**config.mk**
```make
export PLATFORM = sky130hd
export DESIGN_NAME = pdq_dma
export DESIGN_NICKNAME = d
export VERILOG_FILES = /design/src/logic/pdq_pkg.sv /design/src/logic/pdq_dma.sv
export SDC_FILE = /design/constraint.sdc
export NUM_CORES = 1
export LEC_CHECK = 0
export BUFFER_PORTS_ARGS = -buffer_cell sky130_fd_sc_hd__buf_2
export CORE_MARGIN = 5
export CORE_UTILIZATION = 58
export DETAILED_ROUTE_END_ITERATION = 10
export HOLD_SLACK_MARGIN = 0.05
export PLACE_DENSITY = 0.76
export SLEW_MARGIN = 20
export SYNTH_ARGS = -nofsm -noshare
export SYNTH_HDL_FRONTEND = slang
export SYNTH_SLANG_ARGS = --single-unit
```
**constraint.sdc**
```tcl
create_clock -name pclk -period 4.1 [get_ports pclk]
set_input_delay 0.82 -clock pclk [delete_from_list [all_inputs] [get_ports pclk]]
set_output_delay 0.82 -clock pclk [all_outputs]
set_load 0.02 [all_outputs]
```
**src/logic/pdq_pkg.sv**
```systemverilog
// Purpose: constants and types of the packet dma and its queues
// Assumes: one clock, apb registers, 16-bit memory words
// Notes: offsets are apb byte addresses; limits in bytes and collisions
//
// Summary of operation
// - transmit starts only with run flag and a queued number
// - own 11-bit address counters for transmit and receive
// - allocate on receive active; keep number, write while fifo has data
// - address miss frees the frame and stops reception
// - good crc queues the number; bad crc only frees memory
// - accept-bad-crc flag queues bad-crc frames too
// - free-on-success frees sent frames, skips completion queue
// - over 1532 bytes: stop, flag oversize abort, free memory
// - failed allocation: overrun on fifo full, flush on next frame
// - byte count heads receive buffer, status heads transmit buffer
// - restart after each collision while under 16 retries
// - enqueue command pushes packet number register to transmit queue
// - dma pops transmit queue for mac; status shows it empty
// - completion head at ports; host ack removes it
// - receive number pushed only for complete frames with good crc or the accept-bad-crc flag; head at ports
// - host pops receive head; one command also frees memory
// - each queue 5 bits wide, 18 entries deep
// - enqueue takes any packet number in any order
// - transmit and receive memory requests never overlap
// - 16th collision: stop, clear run flag, number to completion
// - transmit-done status set while completion queue not empty
package pdq_pkg;
    localparam int QW = 5;
    localparam int QD = 18;
    localparam int AW = 11;
    localparam int RETRY_MAX = 16;
    localparam int RX_MAX_BYTES = 1532;
    localparam int QTX = 0;
    localparam int QDONE = 1;
    localparam int QRX = 2;
    localparam logic [11:0] REG_CTRL = 12'h000;
    localparam logic [11:0] REG_STAT = 12'h004;
    localparam logic [11:0] REG_PNR = 12'h008;
    localparam logic [11:0] REG_CMD = 12'h00c;
    localparam logic [11:0] REG_QPORT = 12'h010;
    localparam logic [4:0] CTRL_RST = 5'h00;
    localparam int CTRL_TX_RUN = 0;
    localparam int CTRL_RX_RUN = 1;
    localparam int CTRL_BAD_CRC = 2;
    localparam int CTRL_AUTO_FREE = 3;
    localparam int CTRL_ZERO_STALL = 4;
    localparam int ST_TXDONE = 0;
    localparam int ST_TXEMPTY = 1;
    localparam int ST_RXREADY = 2;
    localparam int ST_OVR = 3;
    localparam int ST_ABORT = 4;
    localparam int CMD_ENQ = 0;
    localparam int CMD_TXACK = 1;
    localparam int CMD_RXPOP = 2;
    localparam int CMD_RXFREE = 3;
    localparam int QP_TXD_EMPTY = 7;
    localparam int QP_RX_LSB = 8;
    localparam int QP_RX_EMPTY = 15;
    localparam logic [10:0] TX_STAT_OFS = 11'h000;
    localparam logic [10:0] RX_CNT_OFS = 11'h002;
    localparam logic [10:0] DATA_OFS = 11'h004;
    localparam logic [10:0] WORD_STEP = 11'h002;
    typedef enum logic [3:0] {
        PDQ_T_IDLE = 4'b0001,
        PDQ_T_DATA = 4'b0010,
        PDQ_T_STAT = 4'b0100,
        PDQ_T_DONE = 4'b1000
    } pdq_tx_state_t;
    typedef enum logic [4:0] {
        PDQ_R_IDLE = 5'b00001,
        PDQ_R_ALLOC = 5'b00010,
        PDQ_R_DATA = 5'b00100,
        PDQ_R_CNT = 5'b01000,
        PDQ_R_WAIT = 5'b10000
    } pdq_rx_state_t;
endpackage

```
**src/logic/pdq_dma.sv**
```systemverilog
// Purpose: packet dma engine and its three number queues
// Assumes: mac, arbiter and memory manager run on pclk
// Notes: one shared memory request port; transmit and receive take turns
`timescale 1ns/100ps
module pdq_dma
(
    input wire logic pclk,
    input wire logic presetn,
    input wire logic psel,
    input wire logic penable,
    input wire logic pwrite,
    input wire logic [11:0] paddr,
    input wire logic [31:0] pwdata,
    output logic [31:0] prdata,
    output logic pready,
    output logic pslverr,
    input wire logic mac_tx_ready,
    input wire logic mac_tx_word_req,
    input wire logic mac_tx_collision,
    input wire logic mac_tx_done,
    input wire logic mac_tx_ok,
    input wire logic [15:0] mac_tx_status,
    output logic mac_tx_start,
    input wire logic mac_rx_active,
    input wire logic mac_rx_fifo_empty,
    input wire logic mac_rx_fifo_full,
    input wire logic [15:0] mac_rx_data,
    input wire logic mac_rx_addr_miss,
    input wire logic mac_rx_done,
    input wire logic mac_rx_crc_ok,
    output logic mac_rx_pop,
    output logic mac_rx_flush,
    output logic arb_req,
    output logic arb_write,
    output logic [4:0] arb_pnum,
    output logic [10:0] arb_addr,
    output logic [15:0] arb_wdata,
    input wire logic arb_ack,
    output logic mm_alloc_req,
    input wire logic mm_alloc_ack,
    input wire logic mm_alloc_ok,
    input wire logic [4:0] mm_alloc_num,
    output logic mm_free_req,
    output logic [4:0] mm_free_num
);
    // apb slave: one cycle of setup, answer ready in the access phase
    logic pready_q;
    logic pslverr_q;
    logic [31:0] prdata_q;
    logic [4:0] ctrl_q;
    logic [4:0] pnr_q;
    logic ovr_q;
    logic abort_q;
    wire apb_setup = psel & ~penable;
    wire apb_done = psel & penable & pready_q;
    wire wr_en = apb_done & pwrite;
    wire hit_ctrl = paddr == pdq_pkg::REG_CTRL;
    wire hit_stat = paddr == pdq_pkg::REG_STAT;
    wire hit_pnr = paddr == pdq_pkg::REG_PNR;
    wire hit_cmd = paddr == pdq_pkg::REG_CMD;
    wire hit_qport = paddr == pdq_pkg::REG_QPORT;
    wire mapped = hit_ctrl | hit_stat | hit_pnr | hit_cmd | hit_qport;
    wire cmd_wr = wr_en & hit_cmd;
    wire cmd_enq = cmd_wr & pwdata[pdq_pkg::CMD_ENQ];
    wire cmd_txack = cmd_wr & pwdata[pdq_pkg::CMD_TXACK];
    wire cmd_rxpop = cmd_wr & (pwdata[pdq_pkg::CMD_RXPOP]
        | pwdata[pdq_pkg::CMD_RXFREE]);
    wire cmd_rxfree = cmd_wr & pwdata[pdq_pkg::CMD_RXFREE];
    wire stat_wr = wr_en & hit_stat;

    // packet-number queues: 0 transmit, 1 completion, 2 receive
    logic [4:0] q_mem_q [3][pdq_pkg::QD];
    logic [4:0] q_cnt_q [3];
    logic [2:0] q_push;
    logic [2:0] q_pop;
    logic [2:0] q_empty;
    logic [4:0] q_din [3];
    logic [4:0] q_head [3];
    genvar g;
    generate
        for (g = 0; g < 3; g++)
        begin : gen_q
            wire pop_ok = q_pop[g] & ~q_empty[g];
            wire push_ok = q_push[g]
                & ((q_cnt_q[g] != 5'(pdq_pkg::QD)) | pop_ok);
            wire [4:0] wpos = q_cnt_q[g] - {4'h0, pop_ok};
            assign q_empty[g] = q_cnt_q[g] == 5'h00;
            assign q_head[g] = q_mem_q[g][0];
            // shift queue keeps the head at entry 0, so no read pointer
            always_ff @(posedge pclk or negedge presetn)
            begin
                if (!presetn)
                begin
                    q_cnt_q[g] <= 5'h00;
                    for (int i = 0; i < pdq_pkg::QD; i++)
                        q_mem_q[g][i] <= 5'h00;
                end
                else
                begin
                    q_cnt_q[g] <= wpos + {4'h0, push_ok};
                    for (int i = 0; i < pdq_pkg::QD; i++)
                        if (push_ok && wpos == 5'(i))
                            q_mem_q[g][i] <= q_din[g];
                        else if (pop_ok && i < pdq_pkg::QD - 1)
                            q_mem_q[g][i] <= q_mem_q[g][i + 1];
                end
            end
        end
    endgenerate

    // shared memory request port
    logic arb_req_q;
    logic arb_owner_rx_q;
    logic arb_gap_q;
    logic arb_last_rx_q;
    logic arb_write_q;
    logic [4:0] arb_pnum_q;
    logic [10:0] arb_addr_q;
    logic [15:0] arb_wdata_q;
    logic tx_want;
    logic rx_want;
    logic tx_wr;
    logic [10:0] tx_req_addr;
    logic [10:0] rx_req_addr;
    logic [15:0] rx_req_data;
    // gap cycle lets the mac drop its request
    wire arb_free = ~arb_req_q & ~arb_gap_q;
    wire pick_rx = rx_want & (~tx_want | ~arb_last_rx_q);
    wire arb_fin = arb_req_q & arb_ack;
    wire served_tx = arb_fin & ~arb_owner_rx_q;
    wire served_rx = arb_fin & arb_owner_rx_q;

    // transmit side
    pdq_pkg::pdq_tx_state_t tx_st_q;
    logic [4:0] tx_num_q;
    logic [10:0] tx_addr_q;
    logic [3:0] retry_q;
    logic tx_ok_q;
    logic tx_start_q;
    wire auto_free = ctrl_q[pdq_pkg::CTRL_AUTO_FREE];
    wire tx_go = ctrl_q[pdq_pkg::CTRL_TX_RUN] & ~q_empty[pdq_pkg::QTX]
        & mac_tx_ready;
    wire last_retry = retry_q == 4'(pdq_pkg::RETRY_MAX - 1);
    wire tx_fin = tx_st_q == pdq_pkg::PDQ_T_DONE;
    wire tx_free = tx_fin & tx_ok_q & auto_free;
    assign tx_want = (tx_st_q == pdq_pkg::PDQ_T_DATA & mac_tx_word_req)
        | tx_st_q == pdq_pkg::PDQ_T_STAT;
    assign tx_wr = tx_st_q == pdq_pkg::PDQ_T_STAT;
    assign tx_req_addr = tx_wr ? pdq_pkg::TX_STAT_OFS : tx_addr_q;

    // receive side
    pdq_pkg::pdq_rx_state_t rx_st_q;
    logic [4:0] rx_num_q;
    logic [10:0] rx_addr_q;
    logic [10:0] rx_cnt_q;
    logic rx_end_q;
    logic rx_crc_q;
    logic nomem_q;
    logic alloc_q;
    logic flush_q;
    logic pop_q;
    wire rx_data_st = rx_st_q == pdq_pkg::PDQ_R_DATA;
    wire rx_cnt_st = rx_st_q == pdq_pkg::PDQ_R_CNT;
    wire rx_big = rx_cnt_q > 11'(pdq_pkg::RX_MAX_BYTES);
    wire rx_keep = rx_crc_q | ctrl_q[pdq_pkg::CTRL_BAD_CRC];
    wire rx_busy = (arb_req_q & arb_owner_rx_q) | arb_gap_q | pop_q;
    wire rx_drained = rx_end_q & mac_rx_fifo_empty & ~rx_busy;
    wire rx_cnt_done = rx_cnt_st & served_rx;
    wire rx_drop = rx_data_st & (mac_rx_addr_miss | rx_big);
    wire rx_free = rx_drop | (rx_cnt_done & ~rx_keep);
    assign rx_want = (rx_data_st & ~mac_rx_fifo_empty & ~rx_big
        & ~rx_busy) | rx_cnt_st;
    assign rx_req_addr = rx_cnt_st ? pdq_pkg::RX_CNT_OFS : rx_addr_q;
    assign rx_req_data = rx_cnt_st ? {5'h00, rx_cnt_q}
        : mac_rx_data;

    // queue hookup
    assign q_push[pdq_pkg::QTX] = cmd_enq;
    assign q_din[pdq_pkg::QTX] = pnr_q;
    assign q_pop[pdq_pkg::QTX] = tx_fin;
    assign q_push[pdq_pkg::QDONE] = tx_fin & ~tx_free;
    assign q_din[pdq_pkg::QDONE] = tx_num_q;
    assign q_pop[pdq_pkg::QDONE] = cmd_txack;
    assign q_push[pdq_pkg::QRX] = rx_cnt_done & rx_keep;
    assign q_din[pdq_pkg::QRX] = rx_num_q;
    assign q_pop[pdq_pkg::QRX] = cmd_rxpop;

    // register read mux
    wire [31:0] stat_word = {27'h000_0000, abort_q, ovr_q,
        ~q_empty[pdq_pkg::QRX], q_empty[pdq_pkg::QTX],
        ~q_empty[pdq_pkg::QDONE]};
    // empty queues read as zero number plus an empty bit
    wire [4:0] txd_num = q_empty[pdq_pkg::QDONE] ? 5'h00
        : q_head[pdq_pkg::QDONE];
    wire [4:0] rx_num_rd = q_empty[pdq_pkg::QRX] ? 5'h00
        : q_head[pdq_pkg::QRX];
    wire [31:0] qport_word = {16'h0000, q_empty[pdq_pkg::QRX], 2'b00,
        rx_num_rd, q_empty[pdq_pkg::QDONE], 2'b00, txd_num};
    wire [31:0] rd_mux = hit_ctrl ? {27'h000_0000, ctrl_q}
        : hit_stat ? stat_word
        : hit_pnr ? {27'h000_0000, pnr_q}
        : hit_qport ? qport_word
        : 32'h0000_0000;

    always_ff @(posedge pclk or negedge presetn)
    begin
        if (!presetn)
        begin
            pready_q <= 1'b0;
            pslverr_q <= 1'b0;
            prdata_q <= 32'h0000_0000;
        end
        else
        begin
            pready_q <= apb_setup;
            pslverr_q <= apb_setup & ~mapped;
            prdata_q <= (apb_setup & ~pwrite) ? rd_mux : 32'h0000_0000;
        end
    end

    // a hardware stop of transmit loses to a host write in the same cycle
    always_ff @(posedge pclk or negedge presetn)
    begin
        if (!presetn)
        begin
            ctrl_q <= pdq_pkg::CTRL_RST;
            pnr_q <= 5'h00;
            ovr_q <= 1'b0;
            abort_q <= 1'b0;
        end
        else
        begin
            if (wr_en && hit_ctrl)
                ctrl_q <= pwdata[4:0];
            else if (tx_fin && !tx_ok_q)
                ctrl_q[pdq_pkg::CTRL_TX_RUN] <= 1'b0;
            if (wr_en && hit_pnr)
                pnr_q <= pwdata[4:0];
            // flags clear by writing one; a new event in that cycle wins
            ovr_q <= (nomem_q & mac_rx_fifo_full)
                | (ovr_q & ~(stat_wr & pwdata[pdq_pkg::ST_OVR]));
            abort_q <= (rx_data_st & rx_big)
                | (abort_q & ~(stat_wr & pwdata[pdq_pkg::ST_ABORT]));
        end
    end

    always_ff @(posedge pclk or negedge presetn)
    begin
        if (!presetn)
        begin
            arb_req_q <= 1'b0;
            arb_owner_rx_q <= 1'b0;
            arb_gap_q <= 1'b0;
            arb_last_rx_q <= 1'b0;
            arb_write_q <= 1'b0;
            arb_pnum_q <= 5'h00;
            arb_addr_q <= 11'h000;
            arb_wdata_q <= 16'h0000;
        end
        else
        begin
            arb_gap_q <= arb_fin;
            if (arb_fin)
            begin
                arb_req_q <= 1'b0;
                arb_last_rx_q <= arb_owner_rx_q;
            end
            else if (arb_free && (tx_want || rx_want))
            begin
                arb_req_q <= 1'b1;
                arb_owner_rx_q <= pick_rx;
                arb_write_q <= pick_rx | tx_wr;
                arb_pnum_q <= pick_rx ? rx_num_q : q_head[pdq_pkg::QTX];
                arb_addr_q <= pick_rx ? rx_req_addr : tx_req_addr;
                arb_wdata_q <= pick_rx ? rx_req_data : mac_tx_status;
            end
        end
    end

    always_ff @(posedge pclk or negedge presetn)
    begin
        if (!presetn)
        begin
            tx_st_q <= pdq_pkg::PDQ_T_IDLE;
            tx_num_q <= 5'h00;
            tx_addr_q <= 11'h000;
            retry_q <= 4'h0;
            tx_ok_q <= 1'b0;
            tx_start_q <= 1'b0;
        end
        else
        begin
            tx_start_q <= 1'b0;
            unique case (tx_st_q)
                pdq_pkg::PDQ_T_IDLE:
                    if (tx_go)
                    begin
                        tx_st_q <= pdq_pkg::PDQ_T_DATA;
                        tx_num_q <= q_head[pdq_pkg::QTX];
                        tx_addr_q <= pdq_pkg::DATA_OFS;
                        retry_q <= 4'h0;
                        tx_start_q <= 1'b1;
                    end
                pdq_pkg::PDQ_T_DATA:
                    if (mac_tx_collision && last_retry)
                    begin
                        tx_ok_q <= 1'b0;
                        tx_st_q <= pdq_pkg::PDQ_T_STAT;
                    end
                    else if (mac_tx_collision)
                    begin
                        retry_q <= retry_q + 4'h1;
                        tx_addr_q <= pdq_pkg::DATA_OFS;
                        tx_start_q <= 1'b1;
                    end
                    else if (mac_tx_done)
                    begin
                        tx_ok_q <= mac_tx_ok;
                        tx_st_q <= pdq_pkg::PDQ_T_STAT;
                    end
                    else if (served_tx)
                        tx_addr_q <= tx_addr_q + pdq_pkg::WORD_STEP;
                pdq_pkg::PDQ_T_STAT:
                    if (served_tx)
                        tx_st_q <= pdq_pkg::PDQ_T_DONE;
                pdq_pkg::PDQ_T_DONE:
                    tx_st_q <= pdq_pkg::PDQ_T_IDLE;
            endcase
        end
    end

    always_ff @(posedge pclk or negedge presetn)
    begin
        if (!presetn)
        begin
            rx_st_q <= pdq_pkg::PDQ_R_IDLE;
            rx_num_q <= 5'h00;
            rx_addr_q <= 11'h000;
            rx_cnt_q <= 11'h000;
            rx_end_q <= 1'b0;
            rx_crc_q <= 1'b0;
            nomem_q <= 1'b0;
            alloc_q <= 1'b0;
            flush_q <= 1'b0;
            pop_q <= 1'b0;
        end
        else
        begin
            alloc_q <= 1'b0;
            flush_q <= 1'b0;
            pop_q <= served_rx & rx_data_st;
            unique case (rx_st_q)
                pdq_pkg::PDQ_R_IDLE:
                    if (ctrl_q[pdq_pkg::CTRL_RX_RUN] && mac_rx_active)
                    begin
                        alloc_q <= 1'b1;
                        flush_q <= nomem_q;
                        nomem_q <= 1'b0;
                        rx_st_q <= pdq_pkg::PDQ_R_ALLOC;
                    end
                pdq_pkg::PDQ_R_ALLOC:
                    if (mm_alloc_ack && mm_alloc_ok)
                    begin
                        rx_num_q <= mm_alloc_num;
                        rx_addr_q <= pdq_pkg::DATA_OFS;
                        rx_cnt_q <= 11'h000;
                        rx_end_q <= 1'b0;
                        rx_st_q <= pdq_pkg::PDQ_R_DATA;
                    end
                    else if (mm_alloc_ack)
                    begin
                        nomem_q <= 1'b1;
                        rx_st_q <= pdq_pkg::PDQ_R_WAIT;
                    end
                pdq_pkg::PDQ_R_DATA:
                begin
                    if (served_rx)
                    begin
                        rx_addr_q <= rx_addr_q + pdq_pkg::WORD_STEP;
                        rx_cnt_q <= rx_cnt_q + pdq_pkg::WORD_STEP;
                    end
                    if (mac_rx_done)
                    begin
                        rx_end_q <= 1'b1;
                        rx_crc_q <= mac_rx_crc_ok;
                    end
                    if (rx_drop)
                        rx_st_q <= pdq_pkg::PDQ_R_WAIT;
                    else if (rx_drained)
                        rx_st_q <= pdq_pkg::PDQ_R_CNT;
                end
                pdq_pkg::PDQ_R_CNT:
                    if (served_rx)
                        rx_st_q <= pdq_pkg::PDQ_R_WAIT;
                pdq_pkg::PDQ_R_WAIT:
                    if (!mac_rx_active)
                        rx_st_q <= pdq_pkg::PDQ_R_IDLE;
            endcase
        end
    end

    // releases may clash, so each waits its turn
    logic fp_tx_q;
    logic fp_rx_q;
    logic fp_host_q;
    logic [4:0] fn_tx_q;
    logic [4:0] fn_rx_q;
    logic [4:0] fn_host_q;
    logic free_q;
    logic [4:0] free_num_q;
    wire iss_rx = fp_rx_q;
    wire iss_tx = fp_tx_q & ~fp_rx_q;
    wire iss_host = fp_host_q & ~fp_rx_q & ~fp_tx_q;
    always_ff @(posedge pclk or negedge presetn)
    begin
        if (!presetn)
        begin
            fp_tx_q <= 1'b0;
            fp_rx_q <= 1'b0;
            fp_host_q <= 1'b0;
            fn_tx_q <= 5'h00;
            fn_rx_q <= 5'h00;
            fn_host_q <= 5'h00;
            free_q <= 1'b0;
            free_num_q <= 5'h00;
        end
        else
        begin
            fp_tx_q <= tx_free | (fp_tx_q & ~iss_tx);
            fp_rx_q <= rx_free | (fp_rx_q & ~iss_rx);
            fp_host_q <= (cmd_rxfree & ~q_empty[pdq_pkg::QRX])
                | (fp_host_q & ~iss_host);
            if (tx_free)
                fn_tx_q <= tx_num_q;
            if (rx_free)
                fn_rx_q <= rx_num_q;
            if (cmd_rxfree)
                fn_host_q <= q_head[pdq_pkg::QRX];
            free_q <= iss_rx | iss_tx | iss_host;
            free_num_q <= iss_rx ? fn_rx_q : iss_tx ? fn_tx_q : fn_host_q;
        end
    end

    assign prdata = prdata_q;
    assign pready = pready_q;
    assign pslverr = pslverr_q;
    assign mac_tx_start = tx_start_q;
    assign mac_rx_pop = pop_q;
    assign mac_rx_flush = flush_q;
    assign arb_req = arb_req_q;
    assign arb_write = arb_write_q;
    assign arb_pnum = arb_pnum_q;
    assign arb_addr = arb_addr_q;
    assign arb_wdata = arb_wdata_q;
    assign mm_alloc_req = alloc_q;
    assign mm_free_req = free_q;
    assign mm_free_num = free_num_q;
endmodule

```
Yosys cells after proc, flatten, opt, wreduce, memory -nomap -nowiden
Cells that the tools add are included.
- $add $sub $neg: 10
- multipliers: 0
- divide/modulo/power cells: 0
- order comparisons: 1
- equality and inequality tests: 87
- shift operators: 0
- mux-type cells: 169
- bitwise logic cells: 98
- reductions and logical operators: 139
- operators with widths (kind ; number):
    $mux W5 ; 114
    $mux W11 ; 12
    $eq A5 B4 Y1 const B ; 25
    $reduce_bool A2 Y1 ; 57
    $mux W16 ; 7
    $pmux W11 S2 ; 3
    $eq A5 B3 Y1 const B ; 13
    $logic_and A1 B1 Y1 ; 61
    $and A1 B1 Y1 ; 52
    $eq A5 B2 Y1 const B ; 7
    $eq A5 B5 Y1 const B ; 7
    $add A11 B2 Y11 const B ; 3
    $mux W4 ; 8
    $logic_not A5 Y1 ; 6
    $pmux W5 S5 ; 1
    $eq A12 B4 Y1 const B ; 2
    $not A1 Y1 ; 23
    $or A1 B1 Y1 ; 23
    $ne A2 B2 Y1 const B ; 11
    $eq A5 B1 Y1 const B ; 4
    $mux W1 ; 19
    $pmux W4 S4 ; 1
    $add A5 B1 Y5 ; 3
    $ne A5 B5 Y1 const B ; 3
    22 further kinds ; 39
- register bits after elaboration: 440
- bits in latches: 0
- memory bits (writable): 0
- ROM bits: 0
- bits of input ports: 100
- output and inout port bits: 78
- word-level logic and storage cells: 601
- memories: 0

Logic depth before layout (Yosys ltp)
- depth after elaboration: 10
- depth in mapped cells: 13
- mapped depth without buffers: 11

Worst setup path after synthesis
No wires, ideal clock.
- path type: input -> register
- start point: in paddr[9]
- end point: reg q_mem_q[150] (netlist bit)
- library setup time: 0.125 ns
- data arrival time: 3.766 ns
- required time: 3.975 ns
- slack: 0.209 ns
- cell stages on the path: 11
- buffers on the path: 1
- cells stage by stage: nor4_4 nand3b_2 nor3_2 ha_1 ha_1 nor3b_1 xor2_1 buf_2 nor2_1 o211ai_1 mux2_2
- longest elaborated chain between the ends: 8
- elaborated cells on any way between the ends: 11
- those cells by class: 1 x add/sub; 2 x eq/ne; 1 x mux; 5 x bitwise; 2 x reduce/logical
- ends and longest elaborated chain (element ; RTL line ; source):
    start, declared ; pdq_dma.sv:12 ; input wire logic [11:0] paddr,
    $eq A12 B4 Y1 (*) ; pdq_dma.sv:60 ; wire hit_cmd = paddr == pdq_pkg::REG_CMD;
    $and A1 B1 Y1 (*) ; pdq_dma.sv:63 ; wire cmd_wr = wr_en & hit_cmd;
    $and A1 B1 Y1 (*) ; pdq_dma.sv:65 ; wire cmd_txack = cmd_wr & pwdata[pdq_pkg::CMD_TXACK];
    $and A1 B1 Y1 (*) ; pdq_dma.sv:83 ; wire pop_ok = q_pop[g] & ~q_empty[g];
    $sub A5 B1 Y5 or $or A1 B1 Y1 (tied branches) ; pdq_dma.sv:86, pdq_dma.sv:85 ;
    $eq A5 B3 Y1 or $and A1 B1 Y1 (tied branches) ; pdq_dma.sv:102, pdq_dma.sv:85 ;
    $logic_and A1 B1 Y1 ; pdq_dma.sv:102 ; if (push_ok && wpos == 5'(i))
    $mux W5 or $reduce_bool A2 Y1 (tied branches) ; -- ;
    end signal, assigned by index ; pdq_dma.sv:103 ; q_mem_q[g][i] <= q_din[g];
    end signal, assigned by index ; pdq_dma.sv:105 ; q_mem_q[g][i] <= q_mem_q[g][i + 1];
    end, declared ; pdq_dma.sv:72 ; logic [4:0] q_mem_q [3][pdq_pkg::QD];
Mark *: on every way between the ends. The rest lies on a longest branch, timed or not.
A chain may end at the register's enable or synchronous reset.

Worst setup path after layout
- start point: reg tx_st_q[1]
- end point: reg q_mem_q[245] (netlist bit)
- longest elaborated chain between the ends: 6
- elaborated cells on any way between the ends: 9
- those cells by class: 1 x add/sub; 2 x eq/ne; 1 x mux; 3 x bitwise; 2 x reduce/logical
- ends and longest elaborated chain (element ; RTL line ; source):
    start, declared ; pdq_dma.sv:134 ; pdq_pkg::pdq_tx_state_t tx_st_q;
    start signal, assigned ; pdq_dma.sv:284 ; tx_st_q <= pdq_pkg::PDQ_T_IDLE;
    start signal, assigned ; pdq_dma.sv:298 ; tx_st_q <= pdq_pkg::PDQ_T_DATA;
    start signal, assigned ; pdq_dma.sv:308 ; tx_st_q <= pdq_pkg::PDQ_T_STAT;
    $eq A4 B4 Y1 (*) ; pdq_dma.sv:144 ; wire tx_fin = tx_st_q == pdq_pkg::PDQ_T_DONE;
    $and A1 B1 Y1 (*) ; pdq_dma.sv:83 ;
    $sub A5 B1 Y5 or $or A1 B1 Y1 (tied branches) ; pdq_dma.sv:86, pdq_dma.sv:85 ;
    $eq A5 B3 Y1 or $and A1 B1 Y1 (tied branches) ; pdq_dma.sv:102, pdq_dma.sv:85 ;
    $logic_and A1 B1 Y1 ; pdq_dma.sv:102 ;
    $mux W5 or $reduce_bool A2 Y1 (tied branches) ; -- ;
Marks and branches as above.

==> impl_metrics.py <==
metrics = {
    "yosys": {
        "synth_top_area_cell": "dfrtp_1",
        "synth_common_cells": "mux2_2, dfrtp_1, nand2_1",
        "ys_ff_latch": 433,
        "post_synth.cell_area_avg_um2": 12.1,
        "synth_area_leaders": "dfrtp_1, mux2_2, mux2i_1, nand2_1, xnor2_1",
        "yosysSeqAreaShare_pct": 48.9,
        "yosysUniqueCellTypes": 83,
        "synth_area_um2": 22100,
        "syn_inst": 1830,
        "synthFlopType": "dfrtp_1",
        "synth-async-reset-ratio_pct": 100,
        "netlist.area_leader.share_pct": 48.7,
        "yosys_warnings": 0,
        "synth_edf_count": 0,
        "yosysMostFrequentCell": "mux2_2",
    },
    "timing": {
        "grt_setup_unrepaired": "no",
        "layout_min_cycle_time_ns": 3.77,
        "fin_ws_ns": 0.332,
        "drv_slew": 0,
        "skew_ns": 0.0183,
        "finalSetupViolations": 0,
        "hold_violations": 0,
        "worst_slew_pin_slew_ns": 1.06,
        "holdWs_ns": 0.156,
        "max_freq_mhz": 265,
        "relSlewSlack_pct": 29.1,
        "post-route-period-util_pct": 91.9,
        "finalSetupTns_ns": 0,
    },
    "clock_tree": {
        "cts_inserted_buffers": 44,
        "clk_pin_slew_ns": 0.06,
        "cts_max_level": 2,
        "clock_sinks": 433,
        "insertion_delay_ns": 0.53,
        "cts_tree": "done",
        "ctsResizeCount": 0,
        "cts_hold_buf": 0,
        "root_buffer": "clkbuf_16",
        "post-cts-setup-buffer-count": 0,
        "cts_buffer_depth": 3,
    },
    "placement": {
        "dpl-instance-area_um2": 23300,
        "dpl.hpwl_mm": 32.4,
        "portBuffers": 130,
        "dp.cells": 2410,
        "gp_congestion": 0.879,
        "dp_slack_ns": 0.130,
    },
    "worst_setup_path": {
        "path_cells": "or4b_1 > nor2_4 > ha_1 > ha_1 > nor3b_1 > xor2_1 > nor3_2 > and3_1 > mux2_2",
        "crit_required_ns": 4.52,
        "cp-end-kind": "flip-flop",
        "worstPathArrival_ns": 4.18,
        "path_class": "flip-flop to flip-flop",
        "cp_max_fo": 8,
        "crit_top_cell": "ha_1",
        "critical_path.startpoint_type": "flip-flop",
        "critPathMaxStageDelay_ns": 0.80,
        "slowest_stage": "or4b_1",
    },
    "detailed_routing": {
        "dr.pass1.iters": 5,
        "vias_per_cell": 5.80,
        "wl_mm": 46.5,
        "vias": 14500,
        "remaining_drc_errors": 0,
        "drtAntennaViolNets": 0,
        "drt_iter0_drc": 891,
        "wl_per_cell_um": 18.7,
    },
    "power_and_ir_drop": {
        "powerDensity_nw_per_um2": 440,
        "p_leak_nw": 12.0,
        "max-vdd-ir-drop_mv": 0.307,
        "finalPower_mw": 10.9,
    },
    "global_route": {
        "grt_max_degree": 99,
        "overflow": 0,
        "grt_pass1_wl_mm": 77.8,
        "grt_util_all_layers_pct": 22.3,
        "grt_antenna_before_repair": 3,
        "first_global_vias": 15100,
    },
    "floorplan": {
        "initial_utilization_pct": 58.8,
        "die_x_um": 205,
        "die_h_um": 205,
        "row_count": 71,
        "die_area_um2": 42200,
        "core_um2": 37700,
        "io_pins": 178,
    },
    "cells_and_area": {
        "drive_gt1_share_pct": 39.6,
        "fillCellCount": 2830,
        "fin_area_um2": 24700,
        "num-nets-final": 2061,
        "areaGrowthSynthToFinish_pct": 11.6,
        "final_cells": 2492,
        "fin_util_pct": 65.6,
    },
    "outcome": {
        "outcome": "finished, final reports clean",
    },
    "min_path": {
        "min_path_type": "input port to async pin",
    },
    "job": {
        "maxCapViolCount": 0,
    },
}
[final timing paths]
kind / slack (ns) / from / depth (start not counted) / end
hold / removal: 0.16 / presetn / 1 / q_mem_q[213]
max in group asynchronous: 2.80 / presetn / 2 / q_mem_q[48]
min in group pclk: 0.48 / fp_host_q / 1 / mm_free_req
setup reg to reg: 0.33 / tx_st_q[1] / 9 / q_mem_q[245]
setup / recovery: 0.33 / tx_st_q[1] / 9 / q_mem_q[245]
hold reg to reg: 0.48 / fp_host_q / 1 / mm_free_req
[area by class of cell]
| class | instances | area (um^2) | area share (%) |
|---|---|---|---|
| Sequential cell | 433 | 10800 | 43.8 |
| Timing Repair Buffer | 170 | 1020 | 4.14 |
| Clock buffer | 66 | 1290 | 5.24 |
| Inverter | 40 | 150 | 0.607 |
| Multi-Input combinational cell | 1256 | 10600 | 43.1 |
| Tap cell | 511 | 639 | 2.59 |
| Antenna cell | 3 | 7.51 | 0.0304 |
| Clock inverter | 13 | 120 | 0.486 |
[cells by family (layout without fill, tap and decap cells)]
| family | after synthesis | after routing | synth area share (%) |
|---|---|---|---|
| buffers and inverters | 160 | 289 | 3.41 |
| AND/OR/NAND/NOR | 406 | 406 | 9.94 |
| flip-flops | 433 | 433 | 48.9 |
| adder cells (fa/ha/maj) | 16 | 16 | 0.904 |
| multiplexers | 569 | 569 | 28.6 |
| XOR/XNOR | 46 | 46 | 1.82 |
| other | 1 | 23 | 0.0169 |
| AO/OA/AOI/OAI | 199 | 199 | 6.39 |
[cell usage in the layout (no fill, tap or decap), types with 8 or more instances in the layout]
master | synthesis | final
clkinv_2 | 0 | 9
a2111oi_0 | 8 | 8
mux2i_1 | 60 | 60
clkbuf_16 | 0 | 45
o211ai_1 | 16 | 16
o21ai_0 | 53 | 53
nor3_2 | 10 | 8
xnor2_1 | 34 | 34
nand2_1 | 120 | 120
and4_1 | 9 | 9
nand4_1 | 15 | 15
nor2_1 | 73 | 73
and2_1 | 17 | 17
clkbuf_8 | 0 | 9
buf_4 | 30 | 35
nor3_1 | 23 | 23
clkbuf_1 | 63 | 12
o221ai_1 | 13 | 13
nor2b_1 | 11 | 11
conb_1 | 1 | 20
and3_1 | 17 | 17
inv_1 | 40 | 40
buf_2 | 21 | 129
mux2_2 | 500 | 500
mux2_1 | 9 | 9
xor2_1 | 12 | 12
ha_1 | 16 | 16
a21oi_1 | 31 | 31
nand3_1 | 46 | 46
dfrtp_1 | 431 | 431
a211oi_1 | 8 | 8
[where the power goes]
part           leakage, nW  switching [mW]  internal, mW
registers             5.93           0.456          4.59
logic                 5.36            1.19         0.739
clock network        0.697            1.60          2.30
[state kept, by name, indices dropped and copies added, names as in the netlist, 10 cells and up]
register   count
arb_wdata     16
arb_addr      11
q_mem_q      255
prdata        12
q_cnt_q       15
rx_addr_q     10
tx_addr_q     10
q_head        15
rx_cnt_q      10
[critical path: cells and delay by family, from the launching register on]
kind,cells,cell delay [ns]
simple gates,5,2.09
flops,1,0.47
xor+xnor,1,0.21
mux,1,0.37
fa+ha+maj,2,0.51
[per-layer routing]
metal	part of all wire, %	global-route usage, %	up-vias	wire (um)
met2	48	36.2	301	22400
met1	44	30.6	7256	20500
met4	3.1	7.32	2	1450
met5	0.028	0	-	13
met3	4.7	4.19	87	2200
li1	-	-	6817	-
(Power assumes the default switching activity.)
